--- src/qsh_pkg.sv ---
// package for the host-side quad serial bus port controller
package qsh_pkg;
    // bus styles
    localparam logic STYLE_STROBE = 1'b1;
    localparam logic STYLE_RWLINE = 1'b0;
    // channel codes on the extra address pair
    localparam logic [1:0] CH_A = 2'h0;
    localparam logic [1:0] CH_B = 2'h1;
    localparam logic [1:0] CH_C = 2'h2;
    localparam logic [1:0] CH_D = 2'h3;
    // register offset of the modem control register in each channel
    localparam logic [2:0] MODEM_CTRL_OFFSET = 3'h4;
    // field position of the interrupt output enable bit
    localparam int IRQ_ENABLE_BIT = 3;
    // strobe phase lengths in clock cycles (100 ns each)
    localparam int SETUP_NS = 100;
    localparam int STROBE_NS = 200;
    localparam int HOLD_NS = 100;
    localparam int CLK_NS = 100;
    localparam int SETUP_CYC = (SETUP_NS + CLK_NS - 1) / CLK_NS;
    localparam int STROBE_CYC = (STROBE_NS + CLK_NS - 1) / CLK_NS;
    localparam int HOLD_CYC = (HOLD_NS + CLK_NS - 1) / CLK_NS;
    localparam logic [3:0] SETUP_CNT = 4'(SETUP_CYC);
    localparam logic [3:0] STROBE_CNT = 4'(STROBE_CYC);
    localparam logic [3:0] HOLD_CNT = 4'(HOLD_CYC);

    // bus request from the user side
    typedef struct packed {
        logic write;
        logic [1:0] channel;
        logic [2:0] addr;
        logic [7:0] data;
    } bus_req_s;

    // pins driven toward the device
    typedef struct packed {
        logic readStrobeN;
        logic writeStrobeN;
        logic [3:0] selectN;
        logic [2:0] addr;
    } bus_pins_s;

    typedef enum logic [1:0] {
        ST_IDLE = 2'b00,
        ST_SETUP = 2'b01,
        ST_STROBE = 2'b11,
        ST_HOLD = 2'b10
    } bus_state_e;
endpackage

--- src/phase_timer.sv ---
// phase timer: counts a loaded number of cycles and flags expiry
`timescale 1ns/1ps
module phase_timer #(
    parameter int WIDTH = 4
) (
    input wire logic sys_clk,
    input wire logic rst,
    input wire logic load,
    input wire logic [WIDTH-1:0] count,
    output logic done
);
    logic [WIDTH-1:0] remain_reg;

    initial begin
        if (WIDTH < 2) $error("phase_timer width too small");
    end

    // down counter; done is high in the last cycle of the phase
    always_ff @(posedge sys_clk) begin
        if (rst) begin
            remain_reg <= '0;
        end else if (load) begin
            remain_reg <= count;
        end else if (remain_reg != '0) begin
            remain_reg <= remain_reg - WIDTH'(1);
        end
    end

    // done ignores load, so a reload driven from done forms no loop
    assign done = (remain_reg == WIDTH'(1));
endmodule // phase_timer

--- src/quad_serial_host_bus_port.sv ---
// host controller driving a quad serial device over its parallel bus
`timescale 1ns/1ps
// ----------------------------------------------------------------------
// Functional notes
// - read/write-line style: host holds read strobe high permanently
// - read/write-line style: write strobe line is direction, high read
// - read/write-line style: host ties fourth select high
// - host keeps override low in read/write-line style
// ----------------------------------------------------------------------
module quad_serial_host_bus_port
    import qsh_pkg::*;
#(
    parameter int DATA_WIDTH = 8,
    parameter int OVERRIDE_TIE = 0 // 0 none, 1 tie high, 2 tie low
) (
    input wire logic sys_clk,
    input wire logic rst,
    input wire logic busStyle,
    input wire logic reqValid,
    input wire qsh_pkg::bus_req_s req,
    output logic reqReady,
    output logic respValid,
    output logic [7:0] respData,
    input wire logic overrideRequest,
    output logic readStrobeN,
    output logic writeStrobeN,
    output logic channelASelectN,
    output logic channelBSelectN,
    output logic channelCSelectN,
    output logic channelDSelectN,
    output logic [2:0] addr,
    input wire logic [7:0] dataIn,
    output logic [7:0] dataOut,
    output logic dataOe,
    output logic irqOutputOverride,
    input wire logic channelAIrq,
    input wire logic channelBIrq,
    input wire logic channelCIrq,
    input wire logic channelDIrq,
    output logic deviceIrq,
    output logic [3:0] channelIrq
);
    import qsh_pkg::*;

    initial begin
        if (DATA_WIDTH != 8) $error("data bus must be 8 bits");
        if (OVERRIDE_TIE > 2) $error("bad override tie option");
    end

    // ------------------------------------------------------------------
    // pin encoding
    // ------------------------------------------------------------------
    // active-low one-hot select in strobe style
    function automatic logic [3:0] select_pins(input logic style,
                                               input logic [1:0] ch);
        logic [3:0] pins;
        pins = 4'hF;
        if (style == STYLE_STROBE) begin
            pins[ch] = 1'b0;
        end else begin
            pins[0] = 1'b0;
            pins[1] = ch[0];
            pins[2] = ch[1];
            pins[3] = 1'b1;
        end
        return pins;
    endfunction

    bus_state_e state_reg;
    bus_req_s latched_reg;
    logic styleLatched_reg;
    logic timerLoad;
    logic [3:0] timerCount;
    logic phaseDone;
    logic [3:0] irqEnable_reg;
    logic [3:0] irqMask;

    phase_timer #(.WIDTH(4)) u_timer (
        .sys_clk(sys_clk),
        .rst(rst),
        .load(timerLoad),
        .count(timerCount),
        .done(phaseDone)
    );

    // ------------------------------------------------------------------
    // transaction sequencer
    // ------------------------------------------------------------------
    // each phase reloads the timer on entry
    always_comb begin
        timerLoad = 1'b0;
        timerCount = SETUP_CNT;
        case (state_reg)
            ST_IDLE: begin
                timerLoad = reqValid;
                timerCount = SETUP_CNT;
            end
            ST_SETUP: begin
                timerLoad = phaseDone;
                timerCount = STROBE_CNT;
            end
            ST_STROBE: begin
                timerLoad = phaseDone;
                timerCount = HOLD_CNT;
            end
            default: begin
                timerLoad = 1'b0;
                timerCount = SETUP_CNT;
            end
        endcase
    end

    // style is sampled per transaction so strobe and select pins never change mid cycle
    always_ff @(posedge sys_clk) begin
        if (rst) begin
            state_reg <= ST_IDLE;
            latched_reg <= '0;
            styleLatched_reg <= STYLE_STROBE;
        end else begin
            case (state_reg)
                ST_IDLE: begin
                    if (reqValid) begin
                        latched_reg <= req;
                        styleLatched_reg <= busStyle;
                        state_reg <= ST_SETUP;
                    end
                end
                ST_SETUP: if (phaseDone) state_reg <= ST_STROBE;
                ST_STROBE: if (phaseDone) state_reg <= ST_HOLD;
                ST_HOLD: if (phaseDone) state_reg <= ST_IDLE;
                default: state_reg <= ST_IDLE;
            endcase
        end
    end

    // ------------------------------------------------------------------
    // bus pins
    // ------------------------------------------------------------------
    // select and address stand from setup through hold
    always_ff @(posedge sys_clk) begin
        if (rst) begin
            {channelDSelectN, channelCSelectN, channelBSelectN,
             channelASelectN} <= 4'hF;
            addr <= 3'h0;
            reqReady <= 1'b0;
        end else begin
            reqReady <= (state_reg == ST_IDLE) && !reqValid &&
                        !(state_reg == ST_HOLD);
            if (state_reg == ST_IDLE && reqValid) begin
                {channelDSelectN, channelCSelectN, channelBSelectN,
                 channelASelectN} <= select_pins(busStyle, req.channel);
                addr <= req.addr;
            end else if (state_reg == ST_HOLD && phaseDone) begin
                {channelDSelectN, channelCSelectN, channelBSelectN,
                 channelASelectN} <= 4'hF;
            end
        end
    end

    // strobes: strobe style pulses one line; rw-line style sets direction
    always_ff @(posedge sys_clk) begin
        if (rst) begin
            readStrobeN <= 1'b1;
            writeStrobeN <= 1'b1;
        end else begin
            readStrobeN <= 1'b1;
            if (styleLatched_reg == STYLE_STROBE) begin
                writeStrobeN <= 1'b1;
                if ((state_reg == ST_SETUP && phaseDone) ||
                    (state_reg == ST_STROBE && !phaseDone)) begin
                    readStrobeN <= latched_reg.write;
                    writeStrobeN <= !latched_reg.write;
                end
            end else if (state_reg != ST_IDLE) begin
                writeStrobeN <= !latched_reg.write;
            end else begin
                writeStrobeN <= 1'b1;
            end
        end
    end

    // write data drives from setup to hold; floats otherwise
    always_ff @(posedge sys_clk) begin
        if (rst) begin
            dataOut <= 8'h00;
            dataOe <= 1'b0;
        end else if (state_reg == ST_IDLE && reqValid && req.write) begin
            dataOut <= req.data;
            dataOe <= 1'b1;
        end else if (state_reg == ST_HOLD && phaseDone) begin
            dataOe <= 1'b0;
        end
    end

    // read data is captured at the end of the strobe phase, where strobe style raises the read strobe
    always_ff @(posedge sys_clk) begin
        if (rst) begin
            respValid <= 1'b0;
            respData <= 8'h00;
        end else begin
            respValid <= 1'b0;
            if (state_reg == ST_STROBE && phaseDone) begin
                respValid <= 1'b1;
                respData <= latched_reg.write ? 8'h00 : dataIn;
            end
        end
    end

    // ------------------------------------------------------------------
    // interrupt handling
    // ------------------------------------------------------------------
    // override pin: forced low in rw-line style; build tie wins otherwise
    always_ff @(posedge sys_clk) begin
        if (rst) begin
            irqOutputOverride <= 1'b0;
        end else if (busStyle == STYLE_RWLINE) begin
            irqOutputOverride <= 1'b0;
        end else if (OVERRIDE_TIE == 1) begin
            irqOutputOverride <= 1'b1;
        end else if (OVERRIDE_TIE == 2) begin
            irqOutputOverride <= 1'b0;
        end else begin
            irqOutputOverride <= overrideRequest;
        end
    end

    // shadow of each channel's output enable bit, learnt from our own
    // writes; the host cannot read it back from the pins
    always_ff @(posedge sys_clk) begin
        if (rst) begin
            irqEnable_reg <= 4'h0;
        end else if (state_reg == ST_IDLE && reqValid && req.write &&
                     req.addr == MODEM_CTRL_OFFSET) begin
            irqEnable_reg[req.channel] <= req.data[IRQ_ENABLE_BIT];
        end
    end

    // a floated line reads as noise, so only driven lines are trusted
    assign irqMask = irqEnable_reg | {4{irqOutputOverride}};

    // disabled channel lines float and are masked;
    // rw-line style: channel A carries the open-drain request, active low
    always_ff @(posedge sys_clk) begin
        if (rst) begin
            channelIrq <= 4'h0;
            deviceIrq <= 1'b0;
        end else if (busStyle == STYLE_STROBE) begin
            channelIrq <= {channelDIrq, channelCIrq, channelBIrq,
                           channelAIrq} & irqMask;
            deviceIrq <= 1'b0;
        end else begin
            channelIrq <= 4'h0;
            deviceIrq <= !channelAIrq;
        end
    end
endmodule // quad_serial_host_bus_port

--- config.mk ---
export PLATFORM = sky130hd
export DESIGN_NAME = quad_serial_host_bus_port
export DESIGN_NICKNAME = d
export VERILOG_FILES = /design/src/qsh_pkg.sv /design/src/phase_timer.sv /design/src/quad_serial_host_bus_port.sv
export SDC_FILE = /design/constraint.sdc
export NUM_CORES = 1
export LEC_CHECK = 0
export BUFFER_PORTS_ARGS = -buffer_cell sky130_fd_sc_hd__buf_2
export CAP_MARGIN = 20
export CORE_MARGIN = 2
export CORE_UTILIZATION = 45
export DETAILED_ROUTE_END_ITERATION = 12
export GPL_TIMING_DRIVEN = 0
export PLACE_DENSITY = 0.7
export RECOVER_POWER = 50
export REMOVE_ABC_BUFFERS = 1
export SLEW_MARGIN = 20
export SYNTH_ARGS = -nofsm -noshare
export SYNTH_HDL_FRONTEND = slang
export SYNTH_HIERARCHICAL = 1
export SYNTH_SLANG_ARGS = --single-unit
--- constraint.sdc ---
create_clock -name sys_clk -period 3.1 [get_ports sys_clk]
set_clock_uncertainty 0.05 [all_clocks]
set_input_delay 0.465 -clock sys_clk [delete_from_list [all_inputs] [get_ports sys_clk]]
set_output_delay 0.465 -clock sys_clk [all_outputs]
set_load 0.05 [all_outputs]
Yosys cells after proc, flatten, opt, wreduce, memory -nomap -nowiden

Cells that the tools add are included.

Bits in registers: 46
Input port bits: 31
Logic and storage cells: 91

Add/sub/neg operators: 1
Magnitude comparators: 2
Eq/ne operators: 9
Mux-type cells: 25
Bitwise logic cells: 6
Reduce and logical (&&, ||, !) cells: 28

Operators by type and width:

| cell                                                                  | count |
|---|---|
| 1-bit two-way mux                                                     | 12 |
| 4-bit two-way mux                                                     | 3 |
| 1-bit logical AND                                                     | 10 |
| 2-bit two-way mux                                                     | 5 |
| 8-bit two-way mux                                                     | 1 |
| 2-bit inequality test, second input constant                          | 4 |
| 2-bit one-hot mux with 4 select lines                                 | 1 |
| 2-bit nonzero test                                                    | 4 |
| 2-bit OR reduction                                                    | 3 |
| 1-bit zero test                                                       | 5 |
| 4-bit bitwise AND                                                     | 1 |
| 4-bit bitwise mux                                                     | 1 |
| 2-bit equality test, second input constant                            | 2 |
| 4-bit by 1-bit equality test with 1-bit output, second input constant | 1 |
| 4-bit NOT                                                             | 1 |
| 4-bit OR                                                              | 1 |
| 4-bit AND reduction                                                   | 1 |
| 4-bit nonzero test                                                    | 1 |
| 4-bit by 1-bit subtractor with 4-bit output, second input constant    | 1 |
| 3-bit equality test, second input constant                            | 1 |
| 2-bit by 3-bit < comparator with 1-bit output, second input constant  | 1 |
| 1-bit NOT                                                             | 3 |
| 3-bit OR reduction                                                    | 1 |
| 1-bit demux with 2-bit select                                         | 1 |
| 6 further kinds                                                       | 6 |

Depth between registers and ports, before layout

Word-level depth: 7
Gate-level depth with buffers: 8
Gate-level depth less buffers: 7

Modules after synthesis

Netlist, hierarchy kept.

By module, submodules not included:

| module                    | times used | cells each | area each (µm²) |
|---|---|---|---|
| quad_serial_host_bus_port | 1          | 173        | 1605.3 |
| phase_timer               | 1          | 27         | 246.5 |

Worst setup path before layout

No wires, ideal clock.

Path type: reg2reg
Start: register u_timer.remain_reg[1]
End: register u_timer.remain_reg[2]
Setup time: 0.070 ns
Arrival time: 1.598 ns
Data required time: 2.980 ns
Slack: 1.382 ns
Stages on the path, launching flop included: 9
Buffers on the path: 1
Period minus slack after synthesis: 1.718 ns
Cells stage by stage: dfxtp_1 > inv_1 > ha_1 > nor3b_1 > buf_2 > nand2_1 > nand2_1 > or3_1 > a21oi_1

Word-level cells in the longest chain between the ends: 3
Elaborated cells on any way between the ends: 7
Those cells by class: add/sub (1); eq/ne (1); mux (3); reduce/logical (2)

Ends and longest elaborated chain:

| what                                                           | RTL line                        | text |
|---|---|---|
| from (decl)                                                    | phase_timer.sv:12               | `logic [WIDTH-1:0] remain_reg;` |
| from (signal assigned)                                         | phase_timer.sv:23               | `remain_reg <= count;` |
| from (signal assigned)                                         | phase_timer.sv:25               | `remain_reg <= remain_reg - WIDTH'(1);` |
| 4-bit by 1-bit equality test with 1-bit output (*)             | phase_timer.sv:30               | `assign done = (remain_reg == WIDTH'(1));` |
| named net phaseDone                                            | quad_serial_host_bus_port.sv:74 | `logic phaseDone;` |
| 1-bit one-hot mux with 2 select lines (*)                      | quad_serial_host_bus_port.sv:93 | `case (state_reg)` |
| named net timerLoad                                            | quad_serial_host_bus_port.sv:72 | `logic timerLoad;` |
| 4-bit two-way mux / 2-bit nonzero test (equally long branches) | --                              |  |

The timed path passes the listed nets; every way through them passes the cells marked *. The select of a mux whose other input is x is not followed.
A chain may end at the register's enable or synchronous reset.

Worst setup path after layout

Start: register u_timer.remain_reg[1]
End: register respData[5]

Word-level cells in the longest chain between the ends: 2

Ends and longest elaborated chain:

| what                                           | RTL line                         | text |
|---|---|---|
| 4-bit by 1-bit equality test with 1-bit output | phase_timer.sv:30                |  |
| named net phaseDone                            | quad_serial_host_bus_port.sv:74  |  |
| 1-bit logical AND                              | quad_serial_host_bus_port.sv:202 | `if (state_reg == ST_STROBE && phaseDone) begin` |
| to (signal assigned)                           | quad_serial_host_bus_port.sv:204 | `respData <= latched_reg.write ? 8'h00 : dataIn;` |
| to (decl)                                      | quad_serial_host_bus_port.sv:23  | `output logic [7:0] respData,` |

The timed path passes the listed nets, and every way through them passes these cells.

==> reports/qor.log <==
qor: run_status.status finished with violations
qor: run_status.violations max-capacitance violations, max-slew violations
qor: yosys.synthDominantAreaCellType dfxtp_1
qor: min_path.worstHoldPathType in2reg
qor: global_route.grt_antenna_before_repair 0
qor: yosys.synth.top_cells.by_count 46 x dfxtp_1, 33 x nand2_1, 15 x a21oi_1
qor: routing.route.detailed.wl_per_inst 12.0 um
qor: place.dp_worst_setup_slack 0.789 ns
qor: routing.drt_first_iter_violations 64
qor: yosys.netlist_instances 200
qor: sta.slew_headroom -9.72%
qor: power.power.density 663 mW/mm2
qor: worst_setup_path.worstSetupPathType reg2reg
qor: die.coreArea 0.00397 mm2
qor: global_route.grt.overflow.total 0
qor: clocking.cts.reportedPaths.clkPinSlew 0.08 ns
qor: worst_setup_path.endpoint_kind register
qor: routing.first_pass_iters 4
qor: clocking.cts_hold_buffers 0
qor: yosys.ys_seq_area_share 49.7%
qor: yosys.most_frequently_used_cell_type_in_the_post_synthesis_netlist dfxtp_1
qor: cells_and_area.antenna_cells_inserted 0
qor: die.die_area 0.00464 mm2
qor: sta.setup_viol 0
qor: sta.layout_worst_path_cycle_share 74.8%
qor: yosys.syn_avg_cell_area 9.26 um2
qor: power.p_int 1000 uW
qor: clocking.tritoncts built
qor: run.maxCapViolations 1
qor: power.power.share.switching 32.8%
qor: power.switching_power 490 uW
qor: min_path.holdPathStages 2
qor: global_route.grt_first_pass_wirelength 5.93 mm
qor: yosys.synth_flop_cell dfxtp_1
qor: worst_setup_path.cp-start-kind register
qor: routing.num_vias 1560
qor: power.p_leak 0.000914 uW
qor: die.die_height 68.2 um
qor: cells_and_area.postLayoutCellArea 0.00225 mm2
qor: die.effective_utilization_at_floorplan 46.6%
qor: clocking.post-cts-setup-buffer-count 0
qor: worst_setup_path.max_fanout_on_critical_path 8
qor: cells_and_area.largestRegisters dataOut x8, respData x8
qor: global_route.via_count_of_the_first_global_routing_pass 1388
qor: die.die_width 68.2 um
qor: yosys.netlist_area 0.00185 mm2
qor: place.postPlaceCellArea 0.00219 mm2
qor: clocking.cts.sinks 46
qor: sta.setup_ws 0.780 ns
qor: yosys.share_of_flip_flops_with_an_asynchronous_set_or_reset_after_synthesis 0%
qor: yosys.synth_top_cells_by_area dfxtp_1 50%, nand2_1 6.7%, a21oi_1 4.1%
qor: routing.final_antenna_net_count 0
qor: yosys.synthDistinctLibCells 42
qor: power.power 1490 uW
qor: sta.final_max_slew_viol_count 40
qor: routing.vias_per_cell 4.98
qor: power.clock_power_share 26.5%
qor: clocking.htree_num_levels 2
qor: clocking.clk_path_buf_depth 2
qor: routing.detail_route.wirelength 3.75 mm
qor: place.place_congestion 0.751
qor: place.dp_hpwl 2.67 mm
qor: worst_setup_path.worst-r2r-setup-slack 0.78 ns
qor: worst_setup_path.cpMaxStageDelayCell nor3b_1
qor: die.placement_rows 23
qor: cells_and_area.layout.nets 296
qor: place.placement.io_buffers 64
qor: yosys.synth_warnings 6
qor: clocking.cts_made_buffers 5
qor: cells_and_area.fillers 403
qor: worst_setup_path.cpPeakStageDelay 0.74 ns
qor: yosys.synth.top_cell.area_share 49.7%
qor: yosys.yosys_register_bits 46
qor: cells_and_area.drive_gt1_share 16.7%
qor: worst_setup_path.timing.rr.start u_timer/remain_reg[1]
qor: worst_setup_path.crit_path_cell_trace inv_1, ha_1, nor3b_1, nand2_1, nor4b_4, a22o_1
qor: power.share_comb_of_total_power 26.7%
qor: routing.post-route-drc-count 0
qor: global_route.grt_util_all_layers 16.9%
qor: clocking.clock_insertion_delay_worst_skew 0.29 ns
qor: worst_setup_path.critPathBufInv 1
qor: worst_setup_path.worstRegToRegCells 6
qor: worst_setup_path.worst-endpoint-required 3.28 ns
qor: sta.max_clock_freq 431 MHz
qor: sta.rsz_0062_raised_after_global_routing false
qor: sta.tightest_slew 1.65 ns
qor: min_path.min_to deviceIrq
qor: sta.finalSetupTns 0 ns
qor: worst_setup_path.critical_path_arrival 2.50 ns
qor: cells_and_area.flow.area_growth_from_synthesis 21.6%
qor: sta.timing.final.crit_period 2.32 ns
qor: yosys.synth_enable_flop_cells 0
qor: die.ioPinCount 65
qor: min_path.hold_path_startpoint channelAIrq
qor: power.max-vdd-ir-drop 0.000320 V
qor: worst_setup_path.critical_path.reg2reg.endpoint respData[5]
qor: clocking.cts_resized 0
qor: sta.report.final.hold_viol_count 0
qor: global_route.grt_max_degree 40
qor: clocking.root_buffer_cell clkbuf_8
qor: power.seqPwrFrac 46.8%
qor: worst_setup_path.cp_top_family simple AND/OR/NAND/NOR gates
==> logic make-up after synthesis <==
| kind of cell | share of synthesized area, % |
|---|---|
| AO/OA/AOI/OAI | 15.8 |
| flip-flops | 49.7 |
| buffers and inverters | 3.92 |
| adder cells (fa/ha/maj) | 2.03 |
| other | 0.203 |
| AND/OR/NAND/NOR | 23.6 |
| XOR/XNOR | 1.42 |
| multiplexers | 3.31 |
==> worst max-delay path by stage <==
stage               cells past startpoint                  start           to  slack [ns]
global placement                        6  u_timer/remain_reg[1]  respData[4]        0.82
global route                            6  u_timer/remain_reg[1]  respData[2]        0.54
floorplan                               6  u_timer/remain_reg[1]  respData[0]        1.17
detailed placement                      6  u_timer/remain_reg[1]  respData[5]        0.79
CTS                                     6  u_timer/remain_reg[1]  respData[5]        0.76
finish                                  6  u_timer/remain_reg[1]  respData[5]        0.78
==> per-stage QoR <==
step | hold WS [ns] | instances | util, %
final | 0.284 | 313 | 56.7
after global routing | 0.263 | 313 | 56.7
after CTS | 0.271 | 313 | 57.8
after detailed placement | 0.357 | 305 | 55.1
after global placement | 0.362 | 305 | 55.1
after floorplan | 0.330 | 191 | -
==> power by group through the flow <==
stage / clock network, uW / logic (uW) / registers, uW
2_1_floorplan: 0 / 236 / 777
3_3_place_gp: 0 / 397 / 711
3_5_place_dp: 0 / 404 / 711
4_1_cts: 411 / 407 / 698
5_1_grt: 437 / 443 / 710
6_report: 396 / 398 / 699
==> area by class of cell <==
class                           count  area, um2  share of cell area [%]
Clock inverter                      1       8.76                   0.389
Inverter                            6       22.5                    1.00
Tap cell                           50       62.6                    2.78
Timing Repair Buffer               64        278                    12.3
Clock buffer                        7       96.3                    4.28
Multi-Input combinational cell    139        862                    38.3
Sequential cell                    46        921                    40.9
==> per-layer routing <==
| metal | global-route usage [%] | wire length (um) |
|---|---|---|
| met1 | 20.8 | 1790 |
| met2 | 27.9 | 1690 |
| met3 | 4.77 | 256 |
| met4 | 6.75 | 18 |
| met5 | 0 | 0 |
==> layout by cell type, fill, tap and decap left out, types with 2 or more instances in the layout <==
| cell type | instances |
|---|---|
| a21o_1 | 3 |
| ha_1 | 3 |
| conb_1 | 2 |
| nor3b_1 | 3 |
| nand3_1 | 3 |
| nor2_1 | 13 |
| nand2_1 | 33 |
| inv_1 | 6 |
| o22ai_1 | 3 |
| clkbuf_8 | 7 |
| a21oi_1 | 15 |
| o21ai_0 | 6 |
| clkbuf_1 | 34 |
| mux2i_1 | 5 |
| nand4_1 | 3 |
| xnor2_1 | 2 |
| nand2b_1 | 7 |
| a22o_1 | 7 |
| a31oi_1 | 2 |
| dfxtp_1 | 46 |
| nand4b_1 | 2 |
| buf_2 | 30 |
| and3b_1 | 2 |
| nand3b_1 | 3 |
| o21bai_1 | 4 |
| a211o_1 | 2 |
No activity file was read; power rests on OpenSTA's default activity.
